## config.mk

```make
export PLATFORM = sky130hd
export DESIGN_NAME = rph_top
export DESIGN_NICKNAME = d
export VERILOG_FILES = /design/src/common/rph_pkg.sv /design/src/rph_top.sv
export SDC_FILE = /design/constraint.sdc
export NUM_CORES = 1
export LEC_CHECK = 0
export BUFFER_PORTS_ARGS = -buffer_cell sky130_fd_sc_hd__buf_2
export CAP_MARGIN = 15
export CORE_ASPECT_RATIO = 1.5
export CORE_MARGIN = 1.5
export CORE_UTILIZATION = 48
export CTS_BUF_LIST = sky130_fd_sc_hd__clkbuf_4 sky130_fd_sc_hd__clkbuf_8
export CTS_CLUSTER_SIZE = 10
export DETAILED_ROUTE_END_ITERATION = 7
export PLACE_DENSITY = 0.8
export REMOVE_ABC_BUFFERS = 1
export SYNTH_ARGS = -nofsm -noshare
export SYNTH_HDL_FRONTEND = slang
export SYNTH_SLANG_ARGS = --single-unit
```

## constraint.sdc

```tcl
create_clock -name clock -period 2.1 [get_ports clock]
set_input_delay 0.42 -clock clock [delete_from_list [all_inputs] [get_ports clock]]
set_output_delay 0.42 -clock clock [all_outputs]
set_load 0.1 [all_outputs]
```

## src/common/rph_pkg.sv

```systemverilog
// Package for the root port hot-plug and event block
package rph_pkg;

  // Register byte offsets (APB, one aligned word each)
  localparam logic [11:0] RPH_SLOT_CTL_OFS   = 12'h000;
  localparam logic [11:0] RPH_SLOT_STS_OFS   = 12'h004;
  localparam logic [11:0] RPH_MISC_CFG_OFS   = 12'h008;
  localparam logic [11:0] RPH_SMSC_STS_OFS   = 12'h00C;
  localparam logic [11:0] RPH_PORT_INFO_OFS  = 12'h010;
  localparam logic [11:0] RPH_ERR_CTL_OFS    = 12'h014;

  // Slot control fields
  localparam int RPH_PDE_BIT  = 3;
  localparam int RPH_HPE_BIT  = 5;
  // Slot status fields
  localparam int RPH_PDC_BIT  = 3;
  localparam int RPH_PDS_BIT  = 6;
  localparam int RPH_DLLA_BIT = 8;
  // Misc port config fields
  localparam int RPH_HPCE_BIT = 1;
  localparam int RPH_HPME_BIT = 2;
  // Sysmgmt / cfg-event status fields
  localparam int RPH_HPPDM_BIT = 1;
  localparam int RPH_HPLAS_BIT = 2;
  localparam int RPH_HPCS_BIT  = 3;
  // Port info fields
  localparam int RPH_SEPARATE_REFCLK_MODE_BIT   = 0;
  localparam int RPH_L0S_BIT    = 1;
  localparam int RPH_LSKP_BIT   = 2;
  localparam int RPH_REV_BIT    = 3;
  localparam int RPH_CFG_LSB    = 4;
  localparam int RPH_PPM_LSB    = 8;
  localparam int RPH_L1LAT_LSB  = 24;
  // Error control fields
  localparam int RPH_HDR_SYSTEM_ERROR_N_BIT = 0;
  localparam int RPH_CAP_SYSTEM_ERROR_N_BIT = 1;

  // Clock tolerance figures in ppm
  localparam logic [15:0] RPH_PPM_NORMAL = 16'd600;
  localparam logic [15:0] RPH_PPM_SEPARATE_REFCLK_MODE   = 16'd5600;

  // L1 exit latency encodings (capability field, 3 bits)
  localparam logic [2:0] RPH_L1LAT_NORMAL = 3'h2;
  localparam logic [2:0] RPH_L1LAT_SEPARATE_REFCLK_MODE   = 3'h6; // 8 us to 16 us bucket
  localparam int         RPH_L1LAT_SEPARATE_REFCLK_MODE_US = 10;

  // Lane configuration straps
  typedef enum logic [1:0] {
    RPH_CFG_1X4     = 2'h0,
    RPH_CFG_1X2_2X1 = 2'h1,
    RPH_CFG_4X1     = 2'h2,
    RPH_CFG_2X2     = 2'h3
  } rph_lane_cfg_t;

  localparam int RPH_LANES = 4;

  // Strap bundle sampled once after reset
  typedef struct packed {
    logic          separate_refclk_mode;
    logic          lane_rev;
    rph_lane_cfg_t lane_cfg;
  } rph_straps_t;

  // Link-side indications from the physical and data-link layers
  typedef struct packed {
    logic presence;
    logic dll_active;
  } rph_link_t;

  // Init state machine
  typedef enum logic [1:0] {
    RPH_ST_STRAP = 2'b01,
    RPH_ST_RUN   = 2'b10
  } rph_state_t;

endpackage

```

## src/rph_top.sv

```systemverilog
// Root port hot-plug, system event and lane configuration logic
//
// Behaviour
// - Insertion sets presence state and changed bits
// - Interrupt only when both enables set
// - Removal clears presence state, sets changed
// - Config-event enable routes events to status
// - Sysmgmt status set only when enabled
// - Presence and link-active changes set sysmgmt bits
// - Any sysmgmt status bit asserts sysmgmt interrupt
// - Sysmgmt bits independent of other enables
// - Sysmgmt interrupt coexists with other interrupts
// - Separate refclk mode from straps only
// - Separate refclk mode tolerates 5600 ppm
// - Separate refclk mode forbids L0s entry
// - Separate refclk mode reports 10 us L1 exit
// - No reduced-rate skip ordered-set scheme
// - Each lane corrects inverted polarity in training
// - Lane reversal maps four lanes end to end
// - Reversal for 1x4 and 2x1+1x2
// - 1x2+2x1 straps plus reversal give 2x1+1x2
// - System error from header or capability bits
module rph_top
  import rph_pkg::*;
#(
  parameter int LANES = rph_pkg::RPH_LANES
) (
  // Clock and reset
  input  wire logic                 clock,
  input  wire logic                 rst,
  input  wire logic                 clk_en,
  // APB slave
  input  wire logic                 psel,
  input  wire logic                 penable,
  input  wire logic                 pwrite,
  input  wire logic [11:0]          paddr,
  input  wire logic [31:0]          pwdata,
  output logic      [31:0]          prdata,
  output logic                      pready,
  output logic                      pslverr,
  // Straps, sampled once after reset
  input  wire rph_pkg::rph_straps_t straps,
  // Link indications from pins and the link layer
  input  wire rph_pkg::rph_link_t   link_in,
  // Per-lane receive polarity seen in training
  input  wire logic [LANES-1:0]     lane_rx_inverted,
  input  wire logic                 training,
  // Error sources
  input  wire logic                 hdr_err_event,
  input  wire logic                 cap_err_event,
  // Event outputs
  output logic                      hotplug_int,
  output logic                      config_event_interrupt,
  output logic                      system_management_int_n,
  output logic                      system_error_n,
  // Port behaviour outputs
  output logic                      l0s_allowed,
  output logic                      lower_skp_enable,
  output logic [LANES-1:0]          lane_polarity_inv,
  output logic [2*LANES-1:0]        lane_map
);

  // Three-stage synchroniser on asynchronous link indications
  rph_link_t s1_q, s2_q, s3_q;
  always_ff @(posedge clock or posedge rst) begin
    if (rst) begin
      s1_q <= '0;
      s2_q <= '0;
      s3_q <= '0;
    end else if (clk_en) begin
      s1_q <= link_in;
      s2_q <= s1_q;
      s3_q <= s2_q;
    end
  end

  // Filtered levels update only when stages two and three agree
  logic pres_q, pres_d, dlla_q, dlla_d;
  assign pres_d = (s2_q.presence == s3_q.presence) ? s3_q.presence : pres_q;
  assign dlla_d = (s2_q.dll_active == s3_q.dll_active) ?
                  s3_q.dll_active : dlla_q;

  // Strap capture state machine
  rph_state_t  state_q, state_d;
  rph_straps_t strap_q;
  assign state_d = RPH_ST_RUN;

  always_ff @(posedge clock or posedge rst) begin
    if (rst) begin
      state_q <= RPH_ST_STRAP;
      strap_q <= '0;
    end else if (clk_en) begin
      state_q <= state_d;
      unique case (state_q)
        RPH_ST_STRAP: strap_q <= straps;
        RPH_ST_RUN:   strap_q <= strap_q;
      endcase
    end
  end

  wire ready_run = (state_q == RPH_ST_RUN);

  // Event edges; no event until straps captured and filters settled
  logic pres_seen_q;
  wire  pres_edge = ready_run && pres_seen_q && (pres_d != pres_q);
  wire  dlla_edge = ready_run && pres_seen_q && (dlla_d != dlla_q);

  // APB decode
  wire acc     = psel && penable;
  wire wr      = acc && pwrite;
  wire sel_ctl = (paddr == RPH_SLOT_CTL_OFS);
  wire sel_sts = (paddr == RPH_SLOT_STS_OFS);
  wire sel_mpc = (paddr == RPH_MISC_CFG_OFS);
  wire sel_sms = (paddr == RPH_SMSC_STS_OFS);
  wire sel_inf = (paddr == RPH_PORT_INFO_OFS);
  wire sel_err = (paddr == RPH_ERR_CTL_OFS);
  wire mapped  = sel_ctl | sel_sts | sel_mpc | sel_sms | sel_inf | sel_err;

  // Control registers
  logic pde_q, hpe_q, hpce_q, hpme_q, hdr_system_error_n_en_q, cap_system_error_n_en_q;
  always_ff @(posedge clock or posedge rst) begin
    if (rst) begin
      pde_q         <= 1'b0;
      hpe_q         <= 1'b0;
      hpce_q        <= 1'b0;
      hpme_q        <= 1'b0;
      hdr_system_error_n_en_q <= 1'b0;
      cap_system_error_n_en_q <= 1'b0;
    end else if (clk_en) begin
      if (wr && sel_ctl) begin
        pde_q <= pwdata[RPH_PDE_BIT];
        hpe_q <= pwdata[RPH_HPE_BIT];
      end
      if (wr && sel_mpc) begin
        hpce_q <= pwdata[RPH_HPCE_BIT];
        hpme_q <= pwdata[RPH_HPME_BIT];
      end
      if (wr && sel_err) begin
        hdr_system_error_n_en_q <= pwdata[RPH_HDR_SYSTEM_ERROR_N_BIT];
        cap_system_error_n_en_q <= pwdata[RPH_CAP_SYSTEM_ERROR_N_BIT];
      end
    end
  end

  // Sticky status: a set in the clearing cycle wins over the clear
  wire clr_pdc   = wr && sel_sts && pwdata[RPH_PDC_BIT];
  wire clr_hppdm = wr && sel_sms && pwdata[RPH_HPPDM_BIT];
  wire clr_hplas = wr && sel_sms && pwdata[RPH_HPLAS_BIT];
  wire clr_hpcs  = wr && sel_sms && pwdata[RPH_HPCS_BIT];

  // Enabled presence events and all link-active events route to the configuration-event status
  wire en_event  = (pres_edge && pde_q) || dlla_edge;

  logic pds_q, pdc_q, pdc_d, hppdm_q, hppdm_d, hplas_q, hplas_d;
  logic hpcs_q, hpcs_d;
  assign pdc_d   = pres_edge | (pdc_q & ~clr_pdc);
  assign hppdm_d = (hpme_q & pres_edge) | (hppdm_q & ~clr_hppdm);
  assign hplas_d = (hpme_q & dlla_edge) | (hplas_q & ~clr_hplas);
  assign hpcs_d  = (hpce_q & en_event) | (hpcs_q & ~clr_hpcs);

  always_ff @(posedge clock or posedge rst) begin
    if (rst) begin
      pres_q      <= 1'b0;
      dlla_q      <= 1'b0;
      pres_seen_q <= 1'b0;
      pds_q       <= 1'b0;
      pdc_q       <= 1'b0;
      hppdm_q     <= 1'b0;
      hplas_q     <= 1'b0;
      hpcs_q      <= 1'b0;
    end else if (clk_en) begin
      pres_q      <= pres_d;
      dlla_q      <= dlla_d;
      pres_seen_q <= ready_run;
      if (pres_edge) begin
        pds_q <= pres_d;
      end
      pdc_q   <= pdc_d;
      hppdm_q <= hppdm_d;
      hplas_q <= hplas_d;
      hpcs_q  <= hpcs_d;
    end
  end

  // Interrupt outputs are independent of one another
  wire int_d  = pdc_q & pde_q & hpe_q;
  wire smi_d  = hppdm_q | hplas_q;
  wire system_error_n_d = (hdr_system_error_n_en_q & hdr_err_event) |
                (cap_system_error_n_en_q & cap_err_event);

  // Lane configuration: reversal is only legal in the two listed configs
  wire rev_ok = strap_q.lane_rev &&
                (strap_q.lane_cfg == RPH_CFG_1X4 ||
                 strap_q.lane_cfg == RPH_CFG_1X2_2X1);

  // Lane map: each two-bit field names the physical lane for logical i
  logic [2*LANES-1:0] map_d;
  genvar gi;
  generate
    for (gi = 0; gi < LANES; gi++) begin : g_lane
      localparam logic [1:0] FWD = 2'(gi);
      localparam logic [1:0] REV = 2'(LANES - 1 - gi);
      assign map_d[2*gi +: 2] = rev_ok ? REV : FWD;
    end
  endgenerate

  // Polarity latched per lane during training only
  logic [LANES-1:0] pol_d;
  assign pol_d = training ? lane_rx_inverted : lane_polarity_inv;

  // Port info read image
  logic [15:0] ppm_tol;
  logic [2:0]  l1_lat;
  assign ppm_tol = strap_q.separate_refclk_mode ? RPH_PPM_SEPARATE_REFCLK_MODE : RPH_PPM_NORMAL;
  assign l1_lat  = strap_q.separate_refclk_mode ? RPH_L1LAT_SEPARATE_REFCLK_MODE : RPH_L1LAT_NORMAL;

  logic [31:0] info_rd;
  always_comb begin
    info_rd = '0;
    info_rd[RPH_SEPARATE_REFCLK_MODE_BIT]            = strap_q.separate_refclk_mode;
    info_rd[RPH_L0S_BIT]             = ~strap_q.separate_refclk_mode;
    info_rd[RPH_LSKP_BIT]            = 1'b0;
    info_rd[RPH_REV_BIT]             = rev_ok;
    info_rd[RPH_CFG_LSB +: 2]        = strap_q.lane_cfg;
    info_rd[RPH_PPM_LSB +: 16]       = ppm_tol;
    info_rd[RPH_L1LAT_LSB +: 3]      = l1_lat;
  end

  // Read mux
  logic [31:0] rd_d;
  always_comb begin
    rd_d = '0;
    if (sel_ctl) begin
      rd_d[RPH_PDE_BIT] = pde_q;
      rd_d[RPH_HPE_BIT] = hpe_q;
    end
    if (sel_sts) begin
      rd_d[RPH_PDC_BIT]  = pdc_q;
      rd_d[RPH_PDS_BIT]  = pds_q;
      rd_d[RPH_DLLA_BIT] = dlla_q;
    end
    if (sel_mpc) begin
      rd_d[RPH_HPCE_BIT] = hpce_q;
      rd_d[RPH_HPME_BIT] = hpme_q;
    end
    if (sel_sms) begin
      rd_d[RPH_HPPDM_BIT] = hppdm_q;
      rd_d[RPH_HPLAS_BIT] = hplas_q;
      rd_d[RPH_HPCS_BIT]  = hpcs_q;
    end
    if (sel_inf) begin
      rd_d = info_rd;
    end
    if (sel_err) begin
      rd_d[RPH_HDR_SYSTEM_ERROR_N_BIT] = hdr_system_error_n_en_q;
      rd_d[RPH_CAP_SYSTEM_ERROR_N_BIT] = cap_system_error_n_en_q;
    end
  end

  // One wait state: pready rises at the end of the first access cycle, so the
  // transfer completes at the second access edge with registered data.
  wire ready_d = acc && !pready;

  always_ff @(posedge clock or posedge rst) begin
    if (rst) begin
      prdata                  <= '0;
      pready                  <= 1'b0;
      pslverr                 <= 1'b0;
      hotplug_int             <= 1'b0;
      config_event_interrupt  <= 1'b0;
      system_management_int_n <= 1'b1;
      system_error_n          <= 1'b1;
      l0s_allowed             <= 1'b0;
      lower_skp_enable        <= 1'b0;
      lane_polarity_inv       <= '0;
      lane_map                <= '0;
    end else if (clk_en) begin
      pready                  <= ready_d;
      pslverr                 <= ready_d && !mapped;
      prdata                  <= (ready_d && !pwrite) ? rd_d : '0;
      hotplug_int             <= int_d;
      config_event_interrupt  <= hpcs_q;
      system_management_int_n <= ~smi_d;
      system_error_n          <= ~system_error_n_d;
      l0s_allowed             <= ready_run && !strap_q.separate_refclk_mode;
      lower_skp_enable        <= 1'b0;
      lane_polarity_inv       <= pol_d;
      // Held at zero until straps are captured so the map changes only once
      lane_map                <= ready_run ? map_d : '0;
    end
  end

endmodule

```

Yosys cells after proc, flatten, opt, wreduce, memory -nomap -nowiden:

Cells that the tools add are included.

* output and inout bits: 52
* logic and storage cells: 130
* bits of input ports: 63
* flip-flop bits (word level): 77

* muxes and demuxes: 20
* bitwise logic cells: 30
* reductions and logical operators: 34
* eq/ne operators: 12

Operators with widths (number)
* 2-to-1 mux 32 bit: 1
* 2-to-1 mux 27 bit: 1
* equality test 12 x 4 -> 1 bit (second input constant): 2
* equality test 12 x 5 -> 1 bit (second input constant): 2
* logical AND 1 bit: 20
* 2-to-1 mux 13 bit: 1
* equality test 12 x 3 -> 1 bit (second input constant): 1
* logical NOT 12 bit: 1
* 2-to-1 mux 2 bit: 6
* AND reduction 2 bit: 6
* AND 1 bit: 11
* OR 1 bit: 11
* 2-to-1 mux 8 bit: 1
* NOT 1 bit: 8
* 2-to-1 mux 1 bit: 7
* 2-to-1 mux 3 bit: 2
* equality test 2 x 1 -> 1 bit (second input constant): 2
* logical NOT 1 bit: 4
* 2-to-1 mux 4 bit: 1
* equality test 1 bit: 2
* equality test 2 bit (second input constant): 1
* logical NOT 2 bit: 1
* logical OR 1 bit: 2
* inequality test 1 bit: 2

Logic depth before layout (Yosys ltp):

Gate-level depths: netlist of the first run.

* depth in word-level cells: 8
* gate-level depth with buffers: 5

Worst setup path before layout of the first run:

No wires, ideal clock.

* path type: reg-to-reg
* start point: reg pready
* end point: reg prdata[1]
* slack: 0.185 ns
* path buffers: 0
* setup time: 0.124 ns
* period minus slack after synthesis: 1.915 ns
* cell stages (with the launch flop): 5
* arrival: 1.791 ns
* path through: dfrtp_1 > and3b_1 > nand4b_1 > nor2_1 > a211o_2

* longest elaborated chain between the ends: 4

Ends and longest elaborated chain
* from (decl): RTL line rph_top.sv:39 `output logic pready,`
* from (signal assigned): RTL line rph_top.sv:278 `pready <= ready_d;`
* logical NOT 1 bit: RTL line rph_top.sv:262 `wire ready_d = acc && !pready;`
* logical AND 1 bit: RTL line rph_top.sv:262
* logical AND 1 bit: RTL line rph_top.sv:280 `prdata <= (ready_d && !pwrite) ? rd_d : '0;`
* 2-to-1 mux 32 bit: RTL line rph_top.sv:280
* to (signal assigned): RTL line rph_top.sv:280
* to (decl): RTL line rph_top.sv:38 `output logic [31:0] prdata,`

Every way passes these cells.
A chain may end at the register's enable or synchronous reset.

Worst setup path in the final report of the first run:

* start point: reg system_error_n
* end point: out system_error_n

RTL lines
* from (decl): RTL line rph_top.sv:55 `output logic system_error_n,`
* from (signal assigned): RTL line rph_top.sv:284 `system_error_n <= ~system_error_n_d;`

No word-level cell between the ends.

==> impl_metrics.yaml, run 1 <==
setup_path:
  startpoint_type: "register"
  required_ps: 1680
  rrSetupSlack_ps: 590
  r2r_end: "hpcs_q"
  cp_slowest_stage_delay_ps: 540
  worstPathCellList: "buf_2"
  cp-endpoint: "system_error_n"
  worstPathMaxFanout: 2
  critPathLaunch: "system_error_n"
  critPathTopFamily: "flip-flops"
  worst-path-buf-inv: 1
  cp.arrival_ps: 1250
  path_class: "register to output port"
  worstSetupPathDepth: 1
  reg2reg_depth: 4
  cp-end-kind: "output port"
  slowest_stage: "dfstp_2"
  r2r-start: "s2_q[1]"
clocking:
  clockBufferDepth: 2
  clkSinkCount: 50
  cts_tree: "yes"
  clkLatencyLatePin_ps: 300
  cts_hold_buf: 0
  cts_made_buffers: 5
  postCtsSetupBuffers: 0
  root_buffer: "clkbuf_8"
  htree_num_levels: 2
  cts_resized: 0
  path_clk_slew_ps: 90
route:
  wl_per_cell_um: 13.6
  vias: 1854
  drc: 0
  drt_iter0_drc: 54
  avgViaCountPerCell: 5.16
  detail-route-antenna-nets: 0
  firstDrtPassIters: 4
  wl_um: 4870
die:
  dieArea_mm2: 0.00566
  placementRows: 32
  core_region_area_mm2: 0.00508
  die_h_um: 91.4
  start_util: 0.492
  dieWidth_um: 61.9
  pin_count: 115
placement:
  place.gp.congestion: 0.883
  post-place-ws_ps: 170
  io_buffers: 73
  dpl.hpwl_um: 3650
synthesis:
  synthArstFlopShare: 1.00
  ys_seq_area_frac: 0.502
  synth_edf_count: 0
  netlist_area_mm2: 0.00250
  synth_area_leaders: "dfrtp_1 47%, mux2_2 9.0%, buf_4 8.4%"
  yosysMostFrequentCell: "dfrtp_1"
  synth_top_cell_area_share: 0.470
  ys_ff_latch: 50
  yosys.area.top_type: "dfrtp_1"
  avgSynthCellArea_um2: 11.1
  synthCells: 225
  synth_ff_type: "dfrtp_1"
  synthDistinctLibCells: 45
  synthTopCellsByCount: "47 x dfrtp_1, 28 x buf_4, 20 x mux2_2, 17 x nand2_1, 14 x o21ai_0"
  yosysWarnings: 0
min_path:
  hp-class: "primary input to asynchronous set/reset pin"
cells_and_area:
  post-route-util: 0.571
  n_antenna_cell: 0
  drive_gt1_frac: 0.430
  syn_to_final_growth_pct: 16.1
  finalNetCount: 353
sta:
  finClkSkew_ps: 4.20
  layout_min_cycle_time_ps: 1670
  max_freq_mhz: 598
  slew_headroom: 0.590
  fin_ws_ps: 428
  final_max_slew_viol_count: 0
  post-route-period-util: 0.796
  hold_viol_final: 0
  rsz0062_at_grt: "no"
  setup_viol: 0
  tightestPinTransition_ps: 615
global_route:
  grtUsageTotal: 0.176
  grt_antenna_before_repair: 0
  grt_max_degree: 51
  grt_first_pass_wirelength_um: 7670
  grt_overflow_total: 0
  grt_pass1_vias: 1760
power:
  powerDensity_mw_per_mm2: 813
  leakagePower_nw: 1.43
  irDropWorstVdd_v: 0.000506
flow_run:
  drv_cap: 0
status:
  status: "finished clean"
## routing by layer
layer / vias up / GRT usage / share of wire
met5: - / 0 / 0
met4: 0 / 0.0603 / 0.027
met3: 14 / 0.0299 / 0.050
met2: 69 / 0.301 / 0.51
met1: 888 / 0.215 / 0.42
li1: 883 / - / -
## metrics by stage
| stage | hold slack, ps | cells | total power, mW | instance area, um2 | TNS [ps] |
|---|---|---|---|---|---|
| floorplan | 410 | 203 | 1.66 | 2310 | -27090 |
| global placement | 431 | 351 | 1.80 | 2810 | 0 |
| detailed placement | 445 | 351 | 1.81 | 2810 | 0 |
| CTS | 294 | 359 | 2.38 | 2900 | 0 |
| global route | 334 | 359 | 2.45 | 2900 | 0 |
| finish | 276 | 359 | 2.36 | 2900 | 0 |
## logic make-up after synthesis
family | after synthesis | synth area share
muxes | 23 | 0.102
buffers and inverters | 45 | 0.112
DFF | 50 | 0.502
other | 1 | 0.00150
AOI/OAI and AO/OA | 41 | 0.115
and+or+nand+nor | 65 | 0.168
## worst min path at each step
stage	from	to	slack [ps]	cells after the start
4_1_cts	rst	s2_q[0]	290	3
3_5_place_dp	hppdm_q	system_management_int_n	440	1
2_1_floorplan	hppdm_q	system_management_int_n	410	1
5_1_grt	rst	s2_q[0]	330	3
3_3_place_gp	hppdm_q	system_management_int_n	430	1
6_report	rst	s2_q[0]	280	3
## power by group
| group | switching, mW | leakage [nW] | internal [mW] | total, mW |
|---|---|---|---|---|
| Clock | 0.296 | 0.0498 | 0.276 | 0.572 |
| Combinational | 0.542 | 0.749 | 0.142 | 0.684 |
| Sequential | 0.0639 | 0.630 | 1.04 | 1.10 |
## cells in the final DEF (no fill, tap or decap), drive strengths merged, types with 2 or more instances in the layout
master   count
a22o         5
nor4b        2
nor4         3
nand4b       3
mux2i        3
conb        14
inv         10
clkbuf       8
nor2b        3
nand3b       3
nor3         3
a21o         3
a32o         3
o32ai        2
nand4        3
nand2b       4
or3b         2
nand2       17
o21ai       14
and3         2
a21oi        5
dfstp        3
o2bb2ai      2
nor2         9
nand3        6
mux2        20
dfrtp       47
and4         2
buf         80
## area by class of cell
type,instances,area [um2]
Clock buffer,8,91.3
Fill cell,455,2180
Inverter,10,37.5
Multi-Input combinational cell,143,1010
Sequential cell,50,1250
Tap cell,68,85.1
Timing Repair Buffer,80,418
## worst min-delay path, delay by kind of cell
kind     cells  cell delay, ps
buf+inv      3             630
## flip-flops by register name, summed over array words and instances (netlist names), 2 cells and up
signal	cells
state_q	2
prdata	11
info_rd	3
s1_q	2
lane_map	2
lane_polarity_inv	4
s2_q	2
s3_q	2
No activity file was read; power rests on OpenSTA's default activity.
==> run 2: changes to the inputs <==
==> constraint.sdc (replaced) <==
create_clock -name clock -period 1.7 [get_ports clock]
set_input_delay 0.34 -clock clock [delete_from_list [all_inputs] [get_ports clock]]
set_output_delay 0.34 -clock clock [all_outputs]
set_load 0.1 [all_outputs]
==> run 2 against run 1 <==
Non-clock buffer count increased by 4. Clock power rose by 78%. Hold slack got worse by 260 ps. Clock skew rose by 1.0 ps. Sequential share of layout area decreased by 1.4 points. Register-to-register slack got worse by 390 ps. Flip-flop and latch count did not move. Worst setup slack lost 330 ps. Critical path depth did not move. Count of clock-buffer cells in the layout down 2. Core utilization is 1.8 points higher. First-iteration DRC count down 11%. Critical path type unchanged.
==> impl_metrics.yaml, run 2 (same netlist as run 1, synthesis figures left out) <==
status:
  status: "finished clean"
route:
  wl_met2_um: 2720
  drc: 0
  avgViaCountPerCell: 5.07
  drt_iter0_drc: 48
  detail-route-antenna-nets: 0
  wl_um: 5050
  firstDrtPassIters: 4
  wl_per_cell_um: 13.9
  vias: 1841
  dr_wl_met3_um: 242
  top_layer: "met4"
  met1_length_um: 1980
clocking:
  cts_hold_buf: 0
  clkLatencyLatePin_ps: 300
  root_buffer: "clkbuf_8"
  clkSinkCount: 50
  cts_resized: 0
  htree_num_levels: 2
  postCtsSetupBuffers: 0
  cts_made_buffers: 5
  cts_tree: "yes"
  path_clk_slew_ps: 90
  clockBufferDepth: 2
placement:
  place.gp.congestion: 0.921
  dpl.cell_count: 355
  io_buffers: 73
  post-place-ws_ps: -19.5
  dpl.hpwl_um: 3890
  placed_cell_area_mm2: 0.00285
cells_and_area:
  finalNetCount: 357
  drive_gt1_frac: 0.437
  largest-register: "prdata"
  mostFrequentLayoutCells: "73 x buf_2, 47 x dfrtp_1, 20 x mux2_2"
  n_antenna_cell: 0
  multi_input_area_mm2: 0.00101
  mostFrequentLayoutCell: "buf_2"
  largest_reg_flops: 11
  ff_latch_area_mm2: 0.00125
  fillCellCount: 471
  syn_to_final_growth_pct: 19.8
  stdcell_area_mm2: 0.00300
  stdcell_count: 363
global_route:
  grt_pass1_vias: 1793
  grt_antenna_before_repair: 0
  grt_max_degree: 33
  grt_first_pass_wirelength_um: 8180
  grtUsageTotal: 0.194
  grt_overflow_total: 0
die:
  dieWidth_um: 61.9
  dieArea_mm2: 0.00566
  core_region_area_mm2: 0.00508
  placementRows: 32
  start_util: 0.492
  pin_count: 115
  die_h_um: 91.4
power:
  powerDensity_mw_per_mm2: 1080
  power.total_mw: 3.24
  leakagePower_nw: 1.47
  irDropWorstVdd_v: 0.00117
setup_path:
  worstPathMaxFanout: 2
  cp_slowest_stage_delay_ps: 540
  r2r_end: "hpcs_q"
  required_ps: 1360
  worst-path-buf-inv: 1
  cp-end-kind: "output port"
  rrSetupSlack_ps: 200
  startpoint_type: "register"
  slowest_stage: "dfstp_2"
  r2r-start: "s3_q[1]"
  worstPathCellList: "buf_2"
  cp.arrival_ps: 1260
  path_class: "register to output port"
  reg2reg_depth: 4
  critPathTopFamily: "flip-flops"
sta:
  hold_viol_final: 0
  post-route-period-util: 0.942
  max_freq_mhz: 625
  setup_viol: 0
  fin_ws_ps: 98.8
  layout_min_cycle_time_ps: 1600
  slew_headroom: 0.658
  rsz0062_at_grt: "no"
  tightestPinTransition_ps: 512
  final_max_slew_viol_count: 0
  finClkSkew_ps: 5.20
flow_run:
  drv_cap: 0
min_path:
  hp-class: "primary input to asynchronous set/reset pin"
==> run 2: cell count changes in the layout (fill, tap and decap cells not counted), sizes merged <==
cell / previous run / this run
clkbuf: 8 / 6
bufinv: 0 / 2
buf: 80 / 84
==> run 2: per-stage QoR <==
stage	setup TNS [ps]	hold WS, ps	utilization
2_1_floorplan	-35340	372	-
3_3_place_gp	-52.6	352	0.561
3_5_place_dp	-39.1	354	0.561
4_1_cts	0	13.3	0.589
5_1_grt	0	39.2	0.589
6_report	0	11.9	0.589
==> run 2: how the worst max path moves through the flow <==
stage / start / to / slack (ps) / cells past startpoint
6_report: system_management_int_n / system_management_int_n / 100 / 1
3_5_place_dp: paddr[9] / hpce_q / -20 / 5
5_1_grt: system_error_n / system_error_n / 70 / 1
2_1_floorplan: prdata[20] / prdata[20] / -2750 / 1
3_3_place_gp: paddr[9] / hpce_q / -30 / 5
4_1_cts: system_management_int_n / system_management_int_n / 80 / 1
==> run 2: area by class of cell <==
class | count | area share
clock buffers | 6 | 0.0276
flip-flops and latches | 50 | 0.419
multi-input cells | 143 | 0.339
clock inverters | 2 | 0.0201
well taps | 68 | 0.0284
inverters | 10 | 0.0125
repair buffers | 84 | 0.154
==> run 2: power by group <==
part | internal (mW) | switching (mW)
clock network | 0.627 | 0.390
logic | 0.186 | 0.681
registers | 1.28 | 0.0729
==> run 2: layer usage <==
metal | vias up | GRT usage
li1 | 895 | -
met1 | 882 | 0.230
met2 | 57 | 0.333
met3 | 7 | 0.0342
met4 | 0 | 0.0762
met5 | - | 0
==> run 3: changes to the inputs <==
--- a/config.mk
+++ b/config.mk
@@ -8,13 +8,15 @@
 export BUFFER_PORTS_ARGS = -buffer_cell sky130_fd_sc_hd__buf_2
 export CAP_MARGIN = 15
 export CORE_ASPECT_RATIO = 1.5
-export CORE_MARGIN = 1.5
+export CORE_MARGIN = 2
 export CORE_UTILIZATION = 48
 export CTS_BUF_LIST = sky130_fd_sc_hd__clkbuf_4 sky130_fd_sc_hd__clkbuf_8
 export CTS_CLUSTER_SIZE = 10
 export DETAILED_ROUTE_END_ITERATION = 7
+export GPL_ROUTABILITY_DRIVEN = 0
 export PLACE_DENSITY = 0.8
 export REMOVE_ABC_BUFFERS = 1
+export SETUP_SLACK_MARGIN = 0.4
 export SYNTH_ARGS = -nofsm -noshare
 export SYNTH_HDL_FRONTEND = slang
 export SYNTH_SLANG_ARGS = --single-unit
==> run 3 against run 2 <==
Non-clock buffer count up 22. Flip-flop and latch count unchanged. Final cell count up 6.1%. Clock power down 28%. Sequential power about the same. Final area up 24%. Global-route usage up 2.9 points. Core utilization up 14 points. Critical path depth unchanged.
==> impl_metrics.yaml, run 3 (same netlist as run 1, synthesis figures left out) <==
sta:
  slew_headroom: 0.620
  layout_min_cycle_time_ps: 1440
  final_max_slew_viol_count: 0
  setup_viol: 0
  max_freq_mhz: 696
  post-route-period-util: 0.845
  tightestPinTransition_ps: 569
  hold_viol_final: 0
  fin_ws_ps: 263
  finClkSkew_ps: 9.22
  rsz0062_at_grt: "yes"
  tns_ps: 0
cells_and_area:
  finalNetCount: 379
  mostFrequentLayoutCells: "42 x dfrtp_1, 31 x buf_2, 28 x buf_4"
  drive_gt1_frac: 0.539
  largest-register: "prdata"
  mostFrequentLayoutCell: "dfrtp_1"
  syn_to_final_growth_pct: 49.1
  n_antenna_cell: 0
  largest_reg_flops: 11
die:
  dieWidth_um: 62.9
  die_h_um: 92.4
  core_region_area_mm2: 0.00508
  dieArea_mm2: 0.00581
  pin_count: 115
  start_util: 0.492
  placementRows: 32
setup_path:
  startpoint_type: "register"
  cp.arrival_ps: 1100
  slowest_stage: "dfrtp_2"
  required_ps: 1360
  worstPathCellList: "buf_6"
  worst-path-buf-inv: 1
  path_class: "register to output port"
  worstPathMaxFanout: 7
  cp-end-kind: "output port"
  critPathTopFamily: "flip-flops"
  cp_slowest_stage_delay_ps: 510
placement:
  dpl.hpwl_um: 4080
  io_buffers: 73
  post-place-ws_ps: -72.0
clocking:
  htree_num_levels: 2
  path_clk_slew_ps: 90
  cts_tree: "yes"
  cts_made_buffers: 5
  clockBufferDepth: 2
  clkLatencyLatePin_ps: 310
  clkSinkCount: 50
  cts_hold_buf: 0
  root_buffer: "clkbuf_8"
power:
  powerDensity_mw_per_mm2: 880
  leakagePower_nw: 1.72
  irDropWorstVdd_v: 0.000544
flow_run:
  drv_cap: 0
route:
  wl_per_cell_um: 18.0
  firstDrtPassIters: 4
  drc: 0
  detail-route-antenna-nets: 0
  wl_um: 6950
  drt_iter0_drc: 153
  vias: 2140
  avgViaCountPerCell: 5.56
status:
  status: "finished clean"
global_route:
  grt_antenna_before_repair: 0
  grt_max_degree: 26
  grt_first_pass_wirelength_um: 10100
  grt_overflow_total: 0
  grt_pass1_vias: 2153
  grtUsageTotal: 0.223
min_path:
  hp-class: "primary input to asynchronous set/reset pin"
run 3: cell count changes in the layout (fill, tap and decap cells not counted), sizes merged:
| cell | before | now |
|---|---|---|
| bufinv | 2 | 0 |
| buf | 84 | 106 |
| clkinv | 0 | 1 |
| clkbuf | 6 | 7 |
run 3: final cells by class:
cell class / count / area, um2
well taps: 68 / 85.1
inverters: 10 / 37.5
multi-input cells: 143 / 1150
clock inverters: 1 / 5.00
fillers: 350 / 1360
flip-flops and latches: 50 / 1260
repair buffers: 106 / 1090
clock buffers: 7 / 90.1
run 3: worst paths after layout:
kind	slack, ps	cells past startpoint	start	to
max in group asynchronous	1070	3	rst	lane_map[6]
hold reg to reg	470	1	hplas_q	system_management_int_n
setup reg to reg	300	5	pready	prdata[5]
hold / removal	60	2	rst	pres_seen_q
min in group clock	260	2	lane_rx_inverted[0]	lane_polarity_inv[0]
setup / recovery	260	1	prdata[20]	prdata[26]
run 3: report_power, final:
group / switching, mW / total [mW] / internal, mW
Sequential: 0.0881 / 1.37 / 1.29
Combinational: 0.756 / 1.17 / 0.418
Clock: 0.386 / 0.731 / 0.345
Total: 1.23 / 3.28 / 2.05
run 3: routing by layer:
metal | GRT usage | wire (um) | vias to the layer above
met1 | 0.253 | 2520 | 1079
met3 | 0.0486 | 412 | 17
met4 | 0.0963 | 201 | 0
li1 | - | - | 942
met5 | 0 | 0 | -
met2 | 0.398 | 3810 | 102
run 3: stage by stage:
step                      std cells  hold slack, ps  total power [mW]  area [um2]   util
after detailed placement        357             406              2.25        2860  0.562
after floorplan                 203             372              2.05        2310      -
after CTS                       375            77.8              3.16        3420  0.673
final                           385            57.7              3.28        3730  0.733
after global routing            385             108              3.40        3730  0.733
after global placement          357             400              2.24        2860  0.562
run 3: what timing repair did:
| item | CTS | global route |
|---|---|---|
| gates cloned | 0 | 0 |
| endpoints found under the setup margin | 62 | 56 |
| setup buffers | 10 | 10 |
| gates resized for setup | 117 | 56 |
| pin swaps | 9 | 14 |
